`src/rss_pkg.sv`:
```
// constants and types for the radio sequence selector
// assumes a single ref_clk domain and a synchronous register write port
package rss_pkg;
  // register offset and field positions
  localparam logic [7:0] CTRL_OFFSET    = 8'h03;
  localparam logic [7:0] CTRL_RESET     = 8'h00;
  localparam int         TIMER_TRIG_BIT = 7;
  localparam int         SLOTTED_BIT    = 6;
  localparam int         CCA_TX_BIT     = 5;
  localparam int         ACK_REQ_BIT    = 4;
  localparam int         AUTO_ACK_BIT   = 3;
  localparam int         SEQ_LSB        = 0;

  // selector encodings
  localparam logic [2:0] SEQ_IDLE = 3'h0;
  localparam logic [2:0] SEQ_RX   = 3'h1;
  localparam logic [2:0] SEQ_TX   = 3'h2;
  localparam logic [2:0] SEQ_CCA  = 3'h3;
  localparam logic [2:0] SEQ_TR   = 3'h4;
  localparam logic [2:0] SEQ_CONTINUOUS_CHANNEL_ASSESSMENT_SEQUENCE = 3'h5;

  // one-hot sequence states
  typedef enum logic [3:0] {
    ST_IDLE  = 4'h1,
    ST_ARMED = 4'h2,
    ST_RUN   = 4'h4,
    ST_ACK   = 4'h8
  } rss_state_t;

  // register write request
  typedef struct packed {
    logic       en;
    logic [7:0] addr;
    logic [7:0] data;
  } rss_wr_t;

  // radio event inputs from the datapath
  typedef struct packed {
    logic timerMatch;
    logic rxFrameDone;
    logic rxIsAck;
    logic txDone;
    logic ccaDone;
    logic ackTxDone;
    logic ackAllowed;
  } rss_evt_t;

  // sequence one-hot run indication
  typedef struct packed {
    logic rx;
    logic tx;
    logic cca;
    logic tr;
    logic continuous_channel_assessment_sequence;
  } rss_run_t;
endpackage

```
`src/rss_sequence_selector.sv`:
```
// radio sequence selector: control register and autosequence control
// assumes the register port and radio events are synchronous to ref_clk
`timescale 1ns/1ns
module rss_sequence_selector (
  input  wire logic              ref_clk,
  input  wire logic              sys_rst,
  input  wire rss_pkg::rss_wr_t  regWr,
  input  wire rss_pkg::rss_evt_t radioEvt,
  output logic [7:0]             regRdData,
  output rss_pkg::rss_run_t      seqRun,
  output logic                   seqBusy,
  output logic                   ackTxStart,
  output logic                   frameAccept,
  output logic                   frameReject,
  output logic                   seqDone
);
  // control register and state
  // the control byte is the only register here; it holds the timer trigger,
  // the two acknowledge controls and the sequence code in its low three bits
  // st_q tracks the running autosequence; active_q remembers which code started it
  // so that later writes of bits 2:0 cannot retarget a sequence in flight
  // all outputs below come from flops so the host side sees clean levels
  // pulses last exactly one cycle and never fire on an abort
  logic [7:0]          ctrl_q;        // stored control byte
  logic [7:0]          ctrl_d;        // next control byte
  rss_pkg::rss_state_t st_q;          // sequence state
  rss_pkg::rss_state_t st_d;          // next state
  logic [2:0]          active_q;      // latched running code
  logic                ackTx_q;       // ack start pulse
  logic                acc_q;         // frame accepted pulse
  logic                rej_q;         // frame rejected pulse
  logic                done_q;        // sequence done pulse
  rss_pkg::rss_run_t   run_q;         // run indication
  logic                trTx_q;        // transmit half of tr finished

  // field views
  // a write only counts when strobed at the control offset
  // wrSeq is the code carried by this write, not the stored one
  // running follows the state, so it already covers the timer wait
  // the ack control bits are read from the stored byte, the timer bit of a start from the write data
  wire        ctrlHit  = regWr.en && (regWr.addr == rss_pkg::CTRL_OFFSET);
  wire [2:0]  wrSeq    = regWr.data[rss_pkg::SEQ_LSB +: 3];
  wire        wrIdle   = ctrlHit && (wrSeq == rss_pkg::SEQ_IDLE);
  wire        running  = (st_q != rss_pkg::ST_IDLE);
  wire        timerEn  = ctrl_q[rss_pkg::TIMER_TRIG_BIT];
  wire        ackReq   = ctrl_q[rss_pkg::ACK_REQ_BIT];
  wire        auto_ack_enable  = ctrl_q[rss_pkg::AUTO_ACK_BIT];

  // valid code check: reserved codes start nothing
  // idle is not a start either; it is handled as an abort
  // shared by the start decode and the control byte update
  function automatic logic seqValid(input logic [2:0] code);
    seqValid = (code != rss_pkg::SEQ_IDLE) && (code <= rss_pkg::SEQ_CONTINUOUS_CHANNEL_ASSESSMENT_SEQUENCE);
  endfunction

  wire        wrStart  = ctrlHit && !running && seqValid(wrSeq);
  // ack-required honoured only in transmit-then-receive
  wire        ackReqEff = ackReq && (active_q == rss_pkg::SEQ_TR);
  // auto-ack only in receive and transmit-then-receive
  wire        autoAckEff = auto_ack_enable && ((active_q == rss_pkg::SEQ_RX) || (active_q == rss_pkg::SEQ_TR));
  // receive phase: plain receive at once, tr only after its own frame went out
  // a frame end seen during the transmit half of tr is not a reply
  // and must neither be accepted nor rejected
  // the flag is cleared on every start and on every return to idle
  wire        rxSeq    = (active_q == rss_pkg::SEQ_RX) ||
                         ((active_q == rss_pkg::SEQ_TR) && trTx_q);
  wire        rxEnd    = (st_q == rss_pkg::ST_RUN) && rxSeq && radioEvt.rxFrameDone;
  // with ack-required, only acknowledge frames pass
  wire        rxOk     = rxEnd && (!ackReqEff || radioEvt.rxIsAck);
  wire        rxBad    = rxEnd && ackReqEff && !radioEvt.rxIsAck;
  wire        sendAck  = rxOk && autoAckEff && radioEvt.ackAllowed && !radioEvt.rxIsAck;
  wire        otherEnd = (st_q == rss_pkg::ST_RUN) &&
                         (((active_q == rss_pkg::SEQ_TX) && radioEvt.txDone) ||
                          ((active_q == rss_pkg::SEQ_CCA) && radioEvt.ccaDone));
  wire        finish   = (rxOk && !sendAck) || otherEnd ||
                         ((st_q == rss_pkg::ST_ACK) && radioEvt.ackTxDone);

  // control byte: non-idle writes while running keep the old code
  // the upper control bits are always taken, even mid-sequence,
  // so the host can change ack handling for the next run
  // a reserved code is stored as idle so a read back shows nothing runs
  // an idle write always lands and so doubles as the abort
  always_comb begin
    ctrl_d = ctrl_q;
    if (ctrlHit) begin
      if (running && !wrIdle) begin
        ctrl_d = {regWr.data[7:3], ctrl_q[2:0]};
      end else if (!seqValid(wrSeq)) begin
        ctrl_d = {regWr.data[7:3], rss_pkg::SEQ_IDLE};
      end else begin
        ctrl_d = regWr.data;
      end
    end
  end

  // next state
  // idle waits for a valid start write; armed waits on the timer match
  // run ends on the completion event of its sequence
  // ack covers the hardware acknowledge transmit after a receive
  // continuous assessment only leaves run by an idle write
  // the abort check comes last so it overrides every other transition
  // a reject keeps the sequence in run, still listening for a reply
  always_comb begin
    st_d = st_q;
    unique case (st_q)
      rss_pkg::ST_IDLE: begin
        // immediate or timer-scheduled start
        if (wrStart) begin
          st_d = regWr.data[rss_pkg::TIMER_TRIG_BIT] ? rss_pkg::ST_ARMED : rss_pkg::ST_RUN;
        end
      end
      rss_pkg::ST_ARMED: begin
        if (radioEvt.timerMatch) begin
          st_d = rss_pkg::ST_RUN;
        end
      end
      rss_pkg::ST_RUN: begin
        if (sendAck) begin
          st_d = rss_pkg::ST_ACK;
        end else if (finish) begin
          st_d = rss_pkg::ST_IDLE;
        end
      end
      rss_pkg::ST_ACK: begin
        if (radioEvt.ackTxDone) begin
          st_d = rss_pkg::ST_IDLE;
        end
      end
      default: st_d = rss_pkg::ST_IDLE;
    endcase
    // idle write aborts anything in progress
    if (wrIdle) begin
      st_d = rss_pkg::ST_IDLE;
    end
  end

  // register and state update
  // active_q is loaded from the write itself on a start
  // and returns to idle whenever the state does
  // trTx_q opens the receive half of transmit-then-receive
  always_ff @(posedge ref_clk) begin
    if (sys_rst) begin
      ctrl_q   <= rss_pkg::CTRL_RESET;
      st_q     <= rss_pkg::ST_IDLE;
      active_q <= rss_pkg::SEQ_IDLE;
      trTx_q   <= 1'b0;
    end else begin
      ctrl_q <= ctrl_d;
      st_q   <= st_d;
      if (wrStart) begin
        active_q <= wrSeq;
      end else if (st_d == rss_pkg::ST_IDLE) begin
        active_q <= rss_pkg::SEQ_IDLE;
      end
      // tr receive half opens once its frame has gone out
      if (wrStart || (st_d == rss_pkg::ST_IDLE)) begin
        trTx_q <= 1'b0;
      end else if ((st_q == rss_pkg::ST_RUN) && (active_q == rss_pkg::SEQ_TR) && radioEvt.txDone) begin
        trTx_q <= 1'b1;
      end
    end
  end

  // registered outputs
  // every pulse is masked by an idle write in the same cycle,
  // so an abort never reports a frame or a completion
  // the run levels look at the next state, so they rise with busy
  // on a start the code comes from the write, later from active_q
  // receive levels stay up through the acknowledge transmit
  // an armed sequence shows busy but no run level yet
  always_ff @(posedge ref_clk) begin
    if (sys_rst) begin
      ackTx_q <= 1'b0;
      acc_q   <= 1'b0;
      rej_q   <= 1'b0;
      done_q  <= 1'b0;
      run_q   <= '0;
    end else begin
      ackTx_q <= sendAck && !wrIdle;
      acc_q   <= rxOk && !wrIdle;
      rej_q   <= rxBad && !wrIdle;
      done_q  <= finish && !wrIdle;
      run_q.rx   <= (st_d == rss_pkg::ST_RUN || st_d == rss_pkg::ST_ACK) && (wrStart ? wrSeq : active_q) == rss_pkg::SEQ_RX;
      run_q.tx   <= (st_d == rss_pkg::ST_RUN) && (wrStart ? wrSeq : active_q) == rss_pkg::SEQ_TX;
      run_q.cca  <= (st_d == rss_pkg::ST_RUN) && (wrStart ? wrSeq : active_q) == rss_pkg::SEQ_CCA;
      run_q.tr   <= (st_d == rss_pkg::ST_RUN || st_d == rss_pkg::ST_ACK) && (wrStart ? wrSeq : active_q) == rss_pkg::SEQ_TR;
      run_q.continuous_channel_assessment_sequence <= (st_d == rss_pkg::ST_RUN) && (wrStart ? wrSeq : active_q) == rss_pkg::SEQ_CONTINUOUS_CHANNEL_ASSESSMENT_SEQUENCE;
    end
  end

  // output drive
  // read data mirrors the next control byte so it is current
  // from the write edge itself, together with ctrl_q
  // busy covers the timer wait as well as the run itself
  always_ff @(posedge ref_clk) begin
    if (sys_rst) begin
      regRdData <= rss_pkg::CTRL_RESET;
      seqBusy   <= 1'b0;
    end else begin
      regRdData <= ctrl_d;
      seqBusy   <= (st_d != rss_pkg::ST_IDLE);
    end
  end

  // port outputs straight from the flops above
  // no logic between flop and pin
  assign seqRun      = run_q;
  assign ackTxStart  = ackTx_q;
  assign frameAccept = acc_q;
  assign frameReject = rej_q;
  assign seqDone     = done_q;
endmodule

```
`config.mk`:
```
export PLATFORM = sky130hd
export DESIGN_NAME = rss_sequence_selector
export DESIGN_NICKNAME = d
export VERILOG_FILES = /design/src/rss_pkg.sv /design/src/rss_sequence_selector.sv
export SDC_FILE = /design/constraint.sdc
export NUM_CORES = 1
export LEC_CHECK = 0
export ABC_AREA = 1
export BUFFER_PORTS_ARGS = -buffer_cell sky130_fd_sc_hd__buf_4
export CAP_MARGIN = 40
export CORE_ASPECT_RATIO = 1.25
export CORE_MARGIN = 1.5
export CORE_UTILIZATION = 29
export DETAILED_ROUTE_END_ITERATION = 16
export GPL_TIMING_DRIVEN = 0
export PLACE_DENSITY = 0.49
export REMOVE_ABC_BUFFERS = 1
export SKIP_CTS_REPAIR_TIMING = 1
export SLEW_MARGIN = 20
export SYNTH_ARGS = -nofsm -noshare
export SYNTH_HDL_FRONTEND = slang
export SYNTH_SLANG_ARGS = --single-unit
```
`constraint.sdc`:
```
create_clock -name ref_clk -period 1.9 [get_ports ref_clk]
set_clock_uncertainty 0.2 [all_clocks]
set_input_delay 0.475 -clock ref_clk [delete_from_list [all_inputs] [get_ports ref_clk]]
set_output_delay 0.475 -clock ref_clk [all_outputs]
set_load 0.02 [all_outputs]
```
### Word-level counts from Yosys, hierarchy flattened

Index checks and enable logic that the tools add are counted.

| word-level totals | value |
|---|---|
| input port bits | 26 |
| output and inout port bits | 18 |
| word-level logic and storage cells | 99 |
| flip-flop bits (word level) | 26 |

| cells by class | value |
|---|---|
| bitwise logic cells | 1 |
| mux-type cells | 12 |
| $lt $le $gt $ge | 1 |
| eq/ne operators | 19 |
| reductions and logical operators | 51 |

Operator list:

| operator | count |
|---|---|
| $logic_and 1x1->1 | 33 |
| $mux 4 | 6 |
| $pmux 4 s4 | 1 |
| $mux 3 | 5 |
| $eq 3x2->1 const B | 4 |
| $eq 3x3->1 const B | 3 |
| $eq 4x1->1 const B | 2 |
| $eq 4x3->1 const B | 2 |
| $eq 4x4->1 const B | 2 |
| $eq 8x2->1 const B | 1 |
| $logic_or 1x1->1 | 8 |
| $ne 4x1->1 const B | 2 |
| $eq 3x1->1 const B | 2 |
| $logic_not 1->1 | 5 |
| $eq 4x2->1 const B | 1 |
| $le 3x3->1 const B | 1 |
| $logic_not 3->1 | 1 |
| $reduce_bool 3->1 | 1 |
| $reduce_and 2->1 | 1 |
| $reduce_bool 2->1 | 1 |
| $reduce_or 2->1 | 1 |
| $not 1->1 | 1 |

### Longest topological paths before layout

| logic depth | value |
|---|---|
| word-level depth | 20 |
| mapped depth | 10 |
| gate-level depth less buffers | 10 |

### Worst setup path after synthesis

OpenSTA, ideal clock, no wires.

| timing | value |
|---|---|
| kind | input to register |
| from | input port regWr[11] (netlist name) |
| to | register run_q, in the netlist seqRun[0] |
| path slack | 0.258 ns |
| setup time | 0.114 ns |
| data arrival time | 1.328 ns |
| stages | 9 |
| cells stage by stage | nor2_1 nand3_1 nor2_2 buf_4 nand4_1 nand2_2 nor2_1 nand3_1 nor2_1 |

| between the ends | value |
|---|---|
| word-level cells in the longest chain between the ends | 9 |

Ends and longest elaborated chain:

| item | line | text |
|---|---|---|
| start, declared | rss_sequence_selector.sv:7 | `input wire rss_pkg::rss_wr_t regWr,` |
| $eq 8x2->1 * | rss_sequence_selector.sv:41 | `wire ctrlHit = regWr.en && (regWr.addr == rss_pkg::CTRL_OFFSET);` |
| $logic_and 1x1->1 * | rss_sequence_selector.sv:41 |  |
| $logic_and 1x1->1 (2 in series) | rss_sequence_selector.sv:56 | `wire wrStart = ctrlHit && !running && seqValid(wrSeq);` |
| $mux 4 | rss_sequence_selector.sv:108 | `if (wrStart) begin` |
| $pmux 4 s4 | rss_sequence_selector.sv:105 | `unique case (st_q)` |
| $mux 4 | rss_sequence_selector.sv:132 | `if (wrIdle) begin` |
| $eq 4x3->1 | rss_sequence_selector.sv:187 | `run_q.continuous_channel_assessment_sequence <= (st_d == rss_pkg::ST_RUN) && (wrStart ? wrSeq : active_q) == r ...` |
| $logic_and 1x1->1 * | rss_sequence_selector.sv:187 |  |
| end, declared | rss_sequence_selector.sv:33 | `rss_pkg::rss_run_t run_q;` |

Mark *: on every way between the ends. The rest lies on a longest branch, timed or not.
A chain may end at the register's enable or synchronous reset.

### Final worst setup path

| timing | value |
|---|---|
| from | input port regWr[11] (netlist name) |
| to | register active_q[2] |

| between the ends | value |
|---|---|
| word-level cells in the longest chain between the ends | 9 |

Ends and longest elaborated chain:

| item | line | text |
|---|---|---|
| $eq 8x2->1 * | rss_sequence_selector.sv:41 |  |
| $logic_and 1x1->1 * | rss_sequence_selector.sv:41 |  |
| $logic_and 1x1->1 (2 in series) | rss_sequence_selector.sv:56 |  |
| $mux 4 | rss_sequence_selector.sv:108 |  |
| $pmux 4 s4 | rss_sequence_selector.sv:105 |  |
| $mux 4 | rss_sequence_selector.sv:132 |  |
| $eq 4x1->1 | rss_sequence_selector.sv:152 | `end else if (st_d == rss_pkg::ST_IDLE) begin` |
| $reduce_bool 2->1 (no source line) | -- |  |
| end signal, assigned | rss_sequence_selector.sv:145 | `active_q <= rss_pkg::SEQ_IDLE;` |
| end signal, assigned | rss_sequence_selector.sv:151 | `active_q <= wrSeq;` |
| end signal, assigned | rss_sequence_selector.sv:153 | `active_q <= rss_pkg::SEQ_IDLE;` |
| end, declared | rss_sequence_selector.sv:28 | `logic [2:0] active_q;` |

Marks and branches as above.

==> run_results.csv <==
group,metric,value,unit
die,rows,26,
timing,tns,0,ns
timing,hold_viol,0,
place,place_inst,273,
synthesis,syn_area,1220,um2
global_routing,grt_pass1_wl,5110,um
route,drc,0,
route,ant_nets,0,
global_routing,grt-ovfl-total,0,
layout,nFillCells,439,
cts,clkSinkCount,26,
cts,clock_path_buffers,2,
place,place_hpwl,2420,um
synthesis,synthMuxAreaShare,0,
die,core_area,4070,um2
setup_path,crit_type,"in -> reg",
setup_path,arrival,1.70,ns
pwr,powerDensity,681,nW/um2
place,place_area,1600,um2
route,wire_per_inst,10.7,um
die,pin_count,44,
synthesis,synth-compound-area-share,0.0894,
place,io_buffers,43,
global_routing,grt_pass1_vias,1237,
synthesis,netlist.area_leader.share,0.428,
setup_path,cpPeakStageDelay,0.24,ns
die,die_w,61.0,um
timing,fin_crit_sh,0.902,
worst_hold_path,hp-start,"sys_rst",
synthesis,synth.distinct_cells,21,
setup_path,timing.rr.start,"active_q[1]$_SDFFE_PP0P_",
route,vias,1225,
synthesis,synth-seq-cells,26,
synthesis,synthTopCellsByArea,"dfxtp_1, nor2_1, nand2_1, inv_1, nand3_1",
synthesis,synth_top_family_by_area,"simple AND/OR/NAND/NOR gates",
synthesis,synth-simple-area-share,0.406,
synthesis,yosys.area.top_type,"dfxtp_1",
die,die_area,4600,um2
timing,fmax,584,MHz
timing,setup_viol_count_final,0,
synthesis,syn_inst,177,
layout,drive_gt1_frac,0.258,
timing,maxSlewViolCount,0,
run,maxCapViolCount,0,
global_routing,gr-usage-all-layers,0.148,
pwr,leakage,0.000788,uW
synthesis,ys_warn_count,0,
setup_path,cp-end-kind,"flip-flop",
setup_path,required,1.89,ns
synthesis,syn_area_per_cell,6.88,um2
timing,max_slew_margin,0.774,
cts,cts_root_buffer,"clkbuf_8",
layout,final_util,0.411,
synthesis,synth_seq_area_share,0.428,
timing,rsz0062_at_grt,"false",
synthesis,synthTopCellsByCount,"nor2_1, nand2_1, dfxtp_1",
timing,tightest_slew,0.339,ns
synthesis,synth_xor_area_frac,0,
cts,cts_buffers,3,
layout,design_area,1670,um2
route,wirelength,2960,um
die,die_y,75.4,um
pwr,vdd_drop_max,0.233,mV
setup_path,startpoint_type,"input pin",
setup_path,worstPathMaxFanout,12,
setup_path,startpoint,"regWr[11]",
layout,instances_no_fill,277,
cts,h-tree-depth,1,
layout,antennaDiodeCount,0,
route,via_per_inst,4.42,
synthesis,synth_fa_ha_area_frac,0,
place,routabilityCongestion,0.789,
route,drtIter0Drc,27,
die,initial_core_util,0.299,
synthesis,ys_async_sr_fraction,0,
worst_hold_path,hp-class,"in -> reg",
setup_path,path_cells,"buf_4, nor2_1, nand3_1, nor2_4, a21oi_1, nor2_2, nand2_1, nor3_1",
synthesis,synth_most_common_cell,"nor2_1",
synthesis,synth_edf_count,0,
layout,syn2layout_area_growth,37.4,%
cts,clk_pin_slew_worst_paths,0.09,ns
outcome,status,"completed",
global_routing,grt_max_degree,16,
global_routing,antenna_found_initial,0,
route,drtPass1Iterations,4,
timing,period_needed,1.71,ns
synthesis,synthFlopType,"dfxtp_1",
layout,nNetsFinal,248,
setup_path,cp_slowest_cell,"nor2_4",
cts,clk_latency,0.27,ns
cts,cts_tree,"built",
==> kinds of logic after synthesis <==
family	count (synthesis)
DFF	26
and+or+nand+nor	108
AOI/OAI and AO/OA	19
buffers and inverters	24
==> cell type report <==
cell class | instances | area (um2) | area share
clock inverters | 1 | 30.0 | 0.0180
multi-input cells | 127 | 608 | 0.364
repair buffers | 43 | 323 | 0.193
well taps | 56 | 70.1 | 0.0419
flip-flops and latches | 26 | 522 | 0.312
clock buffers | 3 | 41.3 | 0.0247
inverters | 21 | 78.8 | 0.0471
==> worst max-delay path, delay by kind of cell <==
family | cells | cell delay [ns]
AO/OA/AOI/OAI | 1 | 0.13
buffers and inverters | 1 | 0.11
AND/OR/NAND/NOR | 6 | 0.98
==> path summary, 6_finish.rpt <==
kind,endpoint,slack [ns],cells past startpoint
min reg2reg,regRdData[0]$_SDFFE_PP0P_,0.31,2
max reg2reg,active_q[2]$_SDFFE_PP0P_,0.19,7
max,active_q[2]$_SDFFE_PP0P_,0.19,8
min,st_q[1]$_SDFF_PP0_,0.22,2
==> cells in the final DEF (no fill, tap or decap) <==
master,n
a21boi_4,1
a21oi_1,7
buf_4,43
bufinv_16,1
clkbuf_8,3
dfxtp_1,25
dfxtp_2,1
inv_1,20
inv_2,1
nand2_1,31
nand2_2,1
nand3_1,14
nand3_2,1
nand4_1,8
nand4_2,1
nor2_1,40
nor2_2,1
nor2_4,3
nor3_1,6
nor3b_1,1
nor4_1,1
o21ai_0,10
o21ai_1,1
==> state kept, by name, summed over array words and instances (netlist names) <==
| name | count |
|---|---|
| ackTxStart | 1 |
| active_q | 3 |
| frameAccept | 1 |
| frameReject | 1 |
| regRdData | 8 |
| seqBusy | 1 |
| seqDone | 1 |
| seqRun | 5 |
| st_q | 4 |
| trTx_q | 1 |
==> where the power goes <==
group          switching, uW  leakage [uW]  internal (uW)
Clock                    180     0.0000357            282
Combinational           67.4      0.000542           57.0
Sequential              2.74      0.000210            550
==> metrics by stage <==
stage / setup slack (ns) / hold WS, ns / total power [uW]
2_1_floorplan: 0.134 / 0.293 / 627
3_3_place_gp: -0.221 / 0.297 / 688
3_5_place_dp: -0.249 / 0.291 / 690
4_1_cts: 0.0385 / 0.220 / 1150
5_1_grt: 0.0103 / 0.231 / 1180
6_report: 0.187 / 0.225 / 1140
==> metal layers <==
layer	global-route usage	share of wire	up-vias
met2	0.272	0.50	26
met5	0	0	-
li1	-	-	657
met3	0.0204	0.034	4
met4	0.0580	0.015	0
met1	0.169	0.45	538
Note: power is estimated with default switching activity, not from simulation.
